**src/swr_pkg.sv**
```systemverilog
// constants and state types shared by the sleep wake-up and real-time counter block
package swr_pkg;

   // register bus geometry
   localparam int unsigned SWR_ADDR_W = 8;

   // register byte offsets
   localparam logic [7:0] SWR_OFF_WCNT = 8'h20; // wake_counter_value, read-only
   localparam logic [7:0] SWR_OFF_WCMP = 8'h24; // wake_compare_value, read/write
   localparam logic [7:0] SWR_OFF_RTC = 8'h28; // realtime_tick_value, read-only
   localparam logic [7:0] SWR_OFF_CTRL = 8'h40; // slow_crystal_control and enables
   localparam logic [7:0] SWR_OFF_STAT = 8'h44; // sticky event status, read-only
   localparam logic [7:0] SWR_OFF_CLR = 8'h48; // status clear, write-only
   localparam logic [7:0] SWR_OFF_IEN = 8'h4c; // interrupt enable

   // values after reset
   localparam logic [31:0] SWR_WORD_RST = 32'h0000_0000;
   localparam logic [3:0] SWR_CTRL_RST = 4'h0;
   localparam logic [1:0] SWR_EVT_RST = 2'h0;

   // control field positions
   localparam int unsigned SWR_CTRL_XSEL = 0; // slow_crystal_select: 1 picks the crystal
   localparam int unsigned SWR_CTRL_RING_EN = 1; // ring oscillator enabled
   localparam int unsigned SWR_CTRL_XTAL_EN = 2; // 32 kHz crystal enabled
   localparam int unsigned SWR_CTRL_TWAKE = 3; // timer wake enable

   // status field positions
   localparam int unsigned SWR_ST_HIB = 0; // hibernate_wake_event
   localparam int unsigned SWR_ST_DOZE = 1; // doze wake event

   // reference divider: one sleep tick every 128 reference cycles
   localparam int unsigned SWR_REF_DIV = 128;
   localparam logic [6:0] SWR_DIV_RST = 7'h00;
   localparam logic [6:0] SWR_DIV_LAST = 7'(SWR_REF_DIV - 1);

   // bus answers
   localparam logic [1:0] SWR_RESP_OKAY = 2'h0;
   localparam logic [1:0] SWR_RESP_SLVERR = 2'h2;
   localparam logic [3:0] SWR_STRB_FULL = 4'hf;

   // pin synchroniser state
   typedef struct packed {
      logic [2:0] sh;
      logic level;
      logic rise;
   } swr_sync_st_t;

   localparam swr_sync_st_t SWR_SYNC_RST = '{default: '0};

   // whole state of the counter block
   typedef struct packed {
      logic [31:0] wcnt;
      logic [31:0] wcmp;
      logic [31:0] rtc;
      logic [3:0] ctrl;
      logic [1:0] stat;
      logic [1:0] ien;
      logic [6:0] div;
      logic hib;
      logic doze;
      logic wake;
      logic irq;
      logic aw_have;
      logic [7:0] awa;
      logic w_have;
      logic [31:0] wd;
      logic [3:0] ws;
      logic awready;
      logic wready;
      logic bvalid;
      logic [1:0] bresp;
      logic arready;
      logic rvalid;
      logic [31:0] rdata;
      logic [1:0] rresp;
   } swr_state_t;

   localparam swr_state_t SWR_STATE_RST = '{default: '0};

endpackage

```
**src/swr_sync_if.sv**
```systemverilog
// interface joining a raw oscillator pin to its synchroniser
`timescale 1ns/1ps
interface swr_sync_if;
   logic raw;
   logic level;
   logic rise;
   modport src (input raw, output level, output rise);
   modport dst (output raw, input level, input rise);
endinterface

```
**src/swr_pin_sync.sv**
```systemverilog
// three-flop pin synchroniser with rising-edge detection
`timescale 1ns/1ps
module swr_pin_sync
   import swr_pkg::*;
(
   input wire logic aclk,
   input wire logic aresetn,
   swr_sync_if.src port
);

   swr_sync_st_t s_q;
   swr_sync_st_t s_d;

   // shift the pin in; a change counts once flops two and three agree
   always_comb begin
      s_d = s_q;
      s_d.sh = {s_q.sh[1:0], port.raw};
      s_d.rise = 1'b0;
      if (s_q.sh[1] == s_q.sh[2] && s_q.sh[2] != s_q.level) begin
         s_d.level = s_q.sh[2];
         s_d.rise = s_q.sh[2];
      end
   end

   // state register
   always_ff @(posedge aclk) begin
      if (!aresetn) begin
         s_q <= SWR_SYNC_RST;
      end else begin
         s_q <= s_d;
      end
   end

   assign port.level = s_q.level;
   assign port.rise = s_q.rise;
endmodule

```
**src/swr_sleep_rtc.sv**
```systemverilog
// sleep wake-up timer and real-time counter with AXI4-Lite registers
// What this block does
// - each hibernate or doze entry clears wake count, then it counts sleep ticks
// - live wake count reads at 0x20, read-only, full 32-bit words
// - wake clock is ring oscillator, 32 kHz crystal, or reference over 128
// - doze counts reference over 128; hibernate counts ring or crystal
// - 32-bit read/write wake compare register, reset zero, sets sleep length
// - wake count keeps running past the compare while the processor restarts
// - real-time count is 32-bit, starts at zero and wraps past all ones
// - real-time count reads at 0x28; writes never alter it
// - real-time count advances only while its selected oscillator is enabled
// - switching real-time clock source needs no compensation; counting continues
// - real-time count and compare keep values through sleep; reads are whole words
// - hibernate wake with timer wake enabled sets sticky status, write one clears
`timescale 1ns/1ps
module swr_sleep_rtc
   import swr_pkg::*;
(
   input wire logic aclk,
   input wire logic aresetn,
   input wire logic [SWR_ADDR_W-1:0] s_axi_awaddr,
   input wire logic s_axi_awvalid,
   output logic s_axi_awready,
   input wire logic [31:0] s_axi_wdata,
   input wire logic [3:0] s_axi_wstrb,
   input wire logic s_axi_wvalid,
   output logic s_axi_wready,
   output logic [1:0] s_axi_bresp,
   output logic s_axi_bvalid,
   input wire logic s_axi_bready,
   input wire logic [SWR_ADDR_W-1:0] s_axi_araddr,
   input wire logic s_axi_arvalid,
   output logic s_axi_arready,
   output logic [31:0] s_axi_rdata,
   output logic [1:0] s_axi_rresp,
   output logic s_axi_rvalid,
   input wire logic s_axi_rready,
   input wire logic ring_osc_pin,
   input wire logic slow_crystal_pin,
   input wire logic hibernate_active,
   input wire logic doze_active,
   output logic wake_request,
   output logic irq
);

   swr_state_t s_q;
   swr_state_t s_d;

   swr_sync_if ring_if ();
   swr_sync_if xtal_if ();

   logic ring_tick;
   logic xtal_tick;
   logic slow_tick;
   logic ref_tick;
   logic sleep_now;
   logic entry;
   logic wtick;
   logic hit;
   logic hib_exit;
   logic doze_exit;
   logic [7:0] wr_addr;
   logic [7:0] rd_addr;
   logic [31:0] rd_word;
   logic rd_ok;

   // oscillator pins cross into the bus clock through three flops
   assign ring_if.raw = ring_osc_pin;
   assign xtal_if.raw = slow_crystal_pin;

   swr_pin_sync u_ring_sync (
      .aclk(aclk),
      .aresetn(aresetn),
      .port(ring_if.src)
   );

   swr_pin_sync u_xtal_sync (
      .aclk(aclk),
      .aresetn(aresetn),
      .port(xtal_if.src)
   );

   // tick sources: an oscillator edge counts only while that oscillator is on
   assign ring_tick = ring_if.rise & s_q.ctrl[SWR_CTRL_RING_EN];
   assign xtal_tick = xtal_if.rise & s_q.ctrl[SWR_CTRL_XTAL_EN];
   assign slow_tick = s_q.ctrl[SWR_CTRL_XSEL] ? xtal_tick : ring_tick;
   assign ref_tick = (s_q.div == SWR_DIV_LAST);

   // sleep tracking; hibernate wins if both levels are up
   assign sleep_now = hibernate_active | doze_active;
   assign entry = sleep_now & ~(s_q.hib | s_q.doze);
   assign wtick = hibernate_active ? slow_tick : ref_tick;
   assign hib_exit = s_q.hib & ~hibernate_active & s_q.ctrl[SWR_CTRL_TWAKE];
   assign doze_exit = s_q.doze & ~doze_active & s_q.ctrl[SWR_CTRL_TWAKE];

   // compare hit: on entry for a zero compare, else when the next count lands on it
   assign hit = (entry && s_q.wcmp == SWR_WORD_RST) ||
                (!entry && sleep_now && wtick &&
                 32'(s_q.wcnt + 32'h0000_0001) == s_q.wcmp);

   // word-aligned addresses of the pending accesses
   assign wr_addr = {s_q.awa[7:2], 2'h0};
   assign rd_addr = {s_axi_araddr[7:2], 2'h0};

   // read mux: one capture of a whole word gives a coherent value
   always_comb begin
      rd_word = SWR_WORD_RST;
      rd_ok = 1'b1;
      case (rd_addr)
         SWR_OFF_WCNT: rd_word = s_q.wcnt;
         SWR_OFF_WCMP: rd_word = s_q.wcmp;
         SWR_OFF_RTC: rd_word = s_q.rtc;
         SWR_OFF_CTRL: rd_word = {28'h0, s_q.ctrl};
         SWR_OFF_STAT: rd_word = {30'h0, s_q.stat};
         SWR_OFF_CLR: rd_word = SWR_WORD_RST;
         SWR_OFF_IEN: rd_word = {30'h0, s_q.ien};
         default: rd_ok = 1'b0;
      endcase
   end

   // next-state logic for counters, registers and bus handshakes
   always_comb begin
      s_d = s_q;
      s_d.hib = hibernate_active;
      s_d.doze = doze_active;
      s_d.div = s_q.div + 7'h01;

      // wake counter: cleared on entry, counts only while asleep, held otherwise
      if (entry) begin
         s_d.wcnt = SWR_WORD_RST;
      end else if (sleep_now && wtick) begin
         s_d.wcnt = 32'(s_q.wcnt + 32'h0000_0001);
      end
      s_d.wake = hit;

      // real-time counter: free running, wraps, never written by software
      if (slow_tick) begin
         s_d.rtc = 32'(s_q.rtc + 32'h0000_0001);
      end

      // take write address and data independently
      if (s_axi_awvalid && s_q.awready) begin
         s_d.aw_have = 1'b1;
         s_d.awa = s_axi_awaddr;
      end
      if (s_axi_wvalid && s_q.wready) begin
         s_d.w_have = 1'b1;
         s_d.wd = s_axi_wdata;
         s_d.ws = s_axi_wstrb;
      end

      // perform a write once both halves are held
      if (s_q.aw_have && s_q.w_have && !s_q.bvalid) begin
         s_d.aw_have = 1'b0;
         s_d.w_have = 1'b0;
         s_d.bvalid = 1'b1;
         s_d.bresp = SWR_RESP_OKAY;
         case (wr_addr)
            SWR_OFF_WCMP: begin
               if (s_q.ws == SWR_STRB_FULL) begin
                  s_d.wcmp = s_q.wd;
               end else begin
                  s_d.bresp = SWR_RESP_SLVERR;
               end
            end
            SWR_OFF_CTRL: begin
               if (s_q.ws[0]) begin
                  s_d.ctrl = s_q.wd[3:0];
               end
            end
            SWR_OFF_CLR: begin
               if (s_q.ws[0]) begin
                  s_d.stat = s_q.stat & ~s_q.wd[1:0];
               end
            end
            SWR_OFF_IEN: begin
               if (s_q.ws[0]) begin
                  s_d.ien = s_q.wd[1:0];
               end
            end
            SWR_OFF_WCNT, SWR_OFF_RTC, SWR_OFF_STAT: begin
               s_d.bresp = SWR_RESP_OKAY; // read-only, write ignored
            end
            default: s_d.bresp = SWR_RESP_SLVERR;
         endcase
      end
      if (s_q.bvalid && s_axi_bready) begin
         s_d.bvalid = 1'b0;
      end

      // events set after the clear so a same-cycle event survives
      if (hib_exit) begin
         s_d.stat[SWR_ST_HIB] = 1'b1;
      end
      if (doze_exit) begin
         s_d.stat[SWR_ST_DOZE] = 1'b1;
      end

      // read channel: answer one cycle after the address is taken
      if (s_axi_arvalid && s_q.arready) begin
         s_d.rvalid = 1'b1;
         s_d.rdata = rd_word;
         s_d.rresp = rd_ok ? SWR_RESP_OKAY : SWR_RESP_SLVERR;
      end else if (s_q.rvalid && s_axi_rready) begin
         s_d.rvalid = 1'b0;
      end

      // ready flags follow the holding state
      s_d.awready = ~s_d.aw_have & ~s_d.bvalid;
      s_d.wready = ~s_d.w_have & ~s_d.bvalid;
      s_d.arready = ~s_d.rvalid;
      s_d.irq = |(s_d.stat & s_d.ien);
   end

   // state register; a hardware reset zeroes the counters, and sleep entry also clears the wake count
   always_ff @(posedge aclk) begin
      if (!aresetn) begin
         s_q <= SWR_STATE_RST;
      end else begin
         s_q <= s_d;
      end
   end

   // outputs straight from the state register
   assign s_axi_awready = s_q.awready;
   assign s_axi_wready = s_q.wready;
   assign s_axi_bvalid = s_q.bvalid;
   assign s_axi_bresp = s_q.bresp;
   assign s_axi_arready = s_q.arready;
   assign s_axi_rvalid = s_q.rvalid;
   assign s_axi_rdata = s_q.rdata;
   assign s_axi_rresp = s_q.rresp;
   assign wake_request = s_q.wake;
   assign irq = s_q.irq;
endmodule

```
**config.mk**
```make
export PLATFORM = sky130hd
export DESIGN_NAME = swr_sleep_rtc
export DESIGN_NICKNAME = d
export VERILOG_FILES = /design/src/swr_pkg.sv /design/src/swr_sync_if.sv /design/src/swr_pin_sync.sv /design/src/swr_sleep_rtc.sv
export SDC_FILE = /design/constraint.sdc
export NUM_CORES = 1
export LEC_CHECK = 0
export BUFFER_PORTS_ARGS = -buffer_cell sky130_fd_sc_hd__buf_2
export CORE_MARGIN = 8
export CORE_UTILIZATION = 59
export CTS_CLUSTER_DIAMETER = 60
export CTS_CLUSTER_SIZE = 30
export DETAILED_ROUTE_END_ITERATION = 7
export HOLD_SLACK_MARGIN = 0.06
export PLACE_DENSITY_LB_ADDON = 0.12
export SYNTH_ARGS = -nofsm -noshare
export SYNTH_HDL_FRONTEND = slang
export SYNTH_SLANG_ARGS = --single-unit
```
**constraint.sdc**
```tcl
create_clock -name aclk -period 3.4 [get_ports aclk]
set_clock_uncertainty 0.15 [all_clocks]
set_input_delay 0.34 -clock aclk [delete_from_list [all_inputs] [get_ports aclk]]
set_output_delay 0.34 -clock aclk [all_outputs]
set_load 0.02 [all_outputs]
```
==> impl_metrics.env <==
export IMPL_synth_top_family_by_area="simple AND/OR/NAND/NOR gates"
export IMPL_dr_pass1_iters=8
export IMPL_final_cell_mix="nand2_1 (223), dfxtp_1 (208), nor2_1 (125), a21oi_1 (105), buf_2 (99)"
export IMPL_cts_sinks=208
export IMPL_synthMuxAreaShare_pct=4.02
export IMPL_postSynth_asyncResetShare_pct=0
export IMPL_synth_simple_area_share_pct=25.5
export IMPL_start_kind="flip-flop"
export IMPL_antenna_left=0
export IMPL_dpl_cell_area_um2=10300
export IMPL_worst_slew_pin_slew_ps=1180
export IMPL_yosys_warnings=0
export IMPL_start_util_pct=60.3
export IMPL_cts_root_buf="clkbuf_16"
export IMPL_hold_path_class="primary input to flip-flop"
export IMPL_cts_setup_buffers=0
export IMPL_reg2reg_from="s_q[170]"
export IMPL_gp_congestion=0.941
export IMPL_path_buf_inv=0
export IMPL_r2r_setup_slack_ps=450
export IMPL_path_class="flip-flop to flip-flop"
export IMPL_rsz0062_at_grt="no"
export IMPL_die_area_um2=21300
export IMPL_num_rows=47
export IMPL_grt_pass1_vias=8347
export IMPL_cts_made_buffers=15
export IMPL_dp_hpwl_um=17800
export IMPL_clock_path_buffers=3
export IMPL_crit_start="s_q[170]"
export IMPL_core_area_um2=16500
export IMPL_synth_top_area_cell="dfxtp_1"
export IMPL_ys_flop_type="dfxtp_1"
export IMPL_relSlewSlack_pct=21.2
export IMPL_gr_total_overflow=0
export IMPL_postCtsHoldBufs=55
export IMPL_syn_area_per_cell_um2=8.07
export IMPL_peakVddDrop_mv=0.396
export IMPL_postSynthCellCount=1234
export IMPL_fin_crit_sh_pct=86.8
export IMPL_cts_resized_gates=0
export IMPL_setup_viol=0
export IMPL_nFillCells=1392
export IMPL_routedWlPerCell_um=17.1
export IMPL_grt_pass1_wl_um=42800
export IMPL_period_minus_slack_ps=2950
export IMPL_yosysSeqAreaShare_pct=41.8
export IMPL_outcome="finished, final reports clean"
export IMPL_grt_max_degree=146
export IMPL_worstPathArrival_ps=3220
export IMPL_synth_cell_type_count=71
export IMPL_synth_xor_area_share_pct=7.92
export IMPL_area_growth_syn_to_layout_pct=13.8
export IMPL_hold_viol_final=0
export IMPL_cts_tree="built"
export IMPL_max_freq_ghz=0.339
export IMPL_synth_top_cell_area_share_pct=41.8
export IMPL_drive_gt1_share_pct=12.3
export IMPL_layout_nets=1371
export IMPL_fin_setup_tns_ps=0
export IMPL_synth_fa_ha_area_share_pct=0.377
export IMPL_worstSetupPathDepth=8
export IMPL_drt_vias_per_instance=5.76
export IMPL_ys_ff_latch=208
export IMPL_r2r_end="wake_request"
export IMPL_critPathMaxStageDelay_ps=600
export IMPL_first_iter_violations=601
export IMPL_routed_wl_um=26200
export IMPL_antenna_found_initial=0
export IMPL_num_vias=8828
export IMPL_leakage_nw=4.20
export IMPL_slew_viol_final=0
export IMPL_grtUsageTotal_pct=24.0
export IMPL_maxCapViolations=0
export IMPL_critPathSlowestCell="nor4_4"
export IMPL_rr_worst_depth=8
export IMPL_clkLatencyLatePin_ps=490
export IMPL_synth_edf_count=0
export IMPL_power_density_nw_per_um2=412
export IMPL_htree_levels=1
export IMPL_diodes=0
export IMPL_die_h_um=146
export IMPL_clk_pin_slew_worst_paths_ps=90
export IMPL_fp_dieW_um=146
export IMPL_crit_path_end_kind="flip-flop"
export IMPL_critical_path_top_delay_family="simple AND/OR/NAND/NOR gates"
export IMPL_post_route_util_pct=68.6
export IMPL_synth_compound_area_share_pct=13.9
export IMPL_path_cells="ha_1 > nand3_2 > nor4_4 > nand4_2 > nor4_1 > a31oi_1 > a221o_1 > o21ai_1"
export IMPL_layout_commonest_cell="nand2_1"
export IMPL_cp_max_fo=9
export IMPL_io_pins=106
export IMPL_numPortBuffers=99
export IMPL_drc=0
export IMPL_required_ps=3660
export IMPL_ys_top_cells_by_area="dfxtp_1 (42%), nand2_1 (8.4%), a21oi_1 (5.3%)"
export IMPL_final_area_um2=11300
export IMPL_netlist_area_um2=9960
export IMPL_worstSetupEndpoint="wake_request"
registers in the layout, indices dropped and copies added (netlist names):
name / flops
u_xtal_sync.s_q: 1
s_axi_arready: 1
u_xtal_sync.s_d: 2
u_ring_sync.port.rise: 1
u_xtal_sync.port.rise: 1
s_axi_wready: 1
s_axi_bresp: 1
s_axi_rresp: 1
s_axi_awready: 1
u_xtal_sync.port.level: 1
s_q: 157
s_axi_bvalid: 1
u_ring_sync.s_d: 2
wake_request: 1
s_axi_rdata: 32
s_axi_rvalid: 1
irq: 1
u_ring_sync.port.level: 1
u_ring_sync.s_q: 1
synthesized netlist by cell type, drive strengths merged, types with 5 or more instances:
cell type	count
nor3	20
a211oi	5
nand2b	5
nor4	18
or3	17
xor2	43
o2111ai	5
a22oi	33
buf	54
clkbuf	64
dfxtp	208
nor2b	5
xnor2	47
a21oi	105
and2	18
nand4	22
o21ai	53
a31oi	6
nand2	224
mux2i	40
inv	8
and3	17
nand3	34
nor2	126
nand3b	5
cells by family after synthesis:
group / Yosys count
adders and majority gates: 3
and+or+nand+nor: 532
AOI/OAI and AO/OA: 233
xor gates and xnor gates: 90
other: 1
buffers and inverters: 127
DFF: 208
muxes: 40
worst min-delay path by stage:
| stage | start | end | slack (ps) | depth (start not counted) |
|---|---|---|---|---|
| 3_5_place_dp | u_xtal_sync.s_d[3] | u_xtal_sync.s_d[4] | 280 | 1 |
| 5_1_grt | s_axi_awvalid | s_q[86] | 140 | 3 |
| 4_1_cts | s_axi_awvalid | s_q[86] | 70 | 3 |
| 6_report | s_axi_awvalid | s_q[86] | 120 | 3 |
| 2_1_floorplan | u_ring_sync.s_d[3] | u_ring_sync.s_d[4] | 260 | 1 |
| 3_3_place_gp | u_xtal_sync.s_d[3] | u_xtal_sync.s_d[4] | 260 | 1 |
metal layers:
layer / part of all wire, % / GRT usage (%) / vias to the layer above
met2: 46 / 39.2 / 307
met4: 2.7 / 8.43 / 0
li1: - / - / 4342
met5: 0 / 0 / -
met3: 7.6 / 4.70 / 52
met1: 43 / 30.8 / 4127
power breakdown:
group          switching (mW)  internal, mW  total (mW)
clock network           0.936         0.949        1.88
logic                   0.164         0.118       0.282
registers              0.0263          2.47        2.50
final cells by class:
type	instances	area, um2	share of cell area (%)
clock buffers	17	393	3.47
clock inverters	8	113	0.994
inverters	9	36.3	0.320
multi-input cells	900	5160	45.6
flip-flops and latches	208	4160	36.7
well taps	220	275	2.43
repair buffers	171	1190	10.5
worst reg2reg max path, cell delays in order, from the launching register on:
cell	delay [ps]
dfxtp_1	510
ha_1	300
nand3_2	220
nor4_4	610
nand4_2	280
nor4_1	320
a31oi_1	80
a221o_1	310
o21ai_1	120
metrics by stage:
step / hold slack (ps) / worst slack (ps) / power (mW) / cells
6_report: 117 / 448 / 4.67 / 1533
5_1_grt: 142 / 219 / 4.82 / 1533
4_1_cts: 66.6 / 505 / 4.69 / 1533
3_5_place_dp: 275 / 545 / 2.79 / 1453
3_3_place_gp: 264 / 581 / 2.78 / 1453
2_1_floorplan: 262 / 889 / 2.70 / 1235
Note: power is estimated with default switching activity, not from simulation.
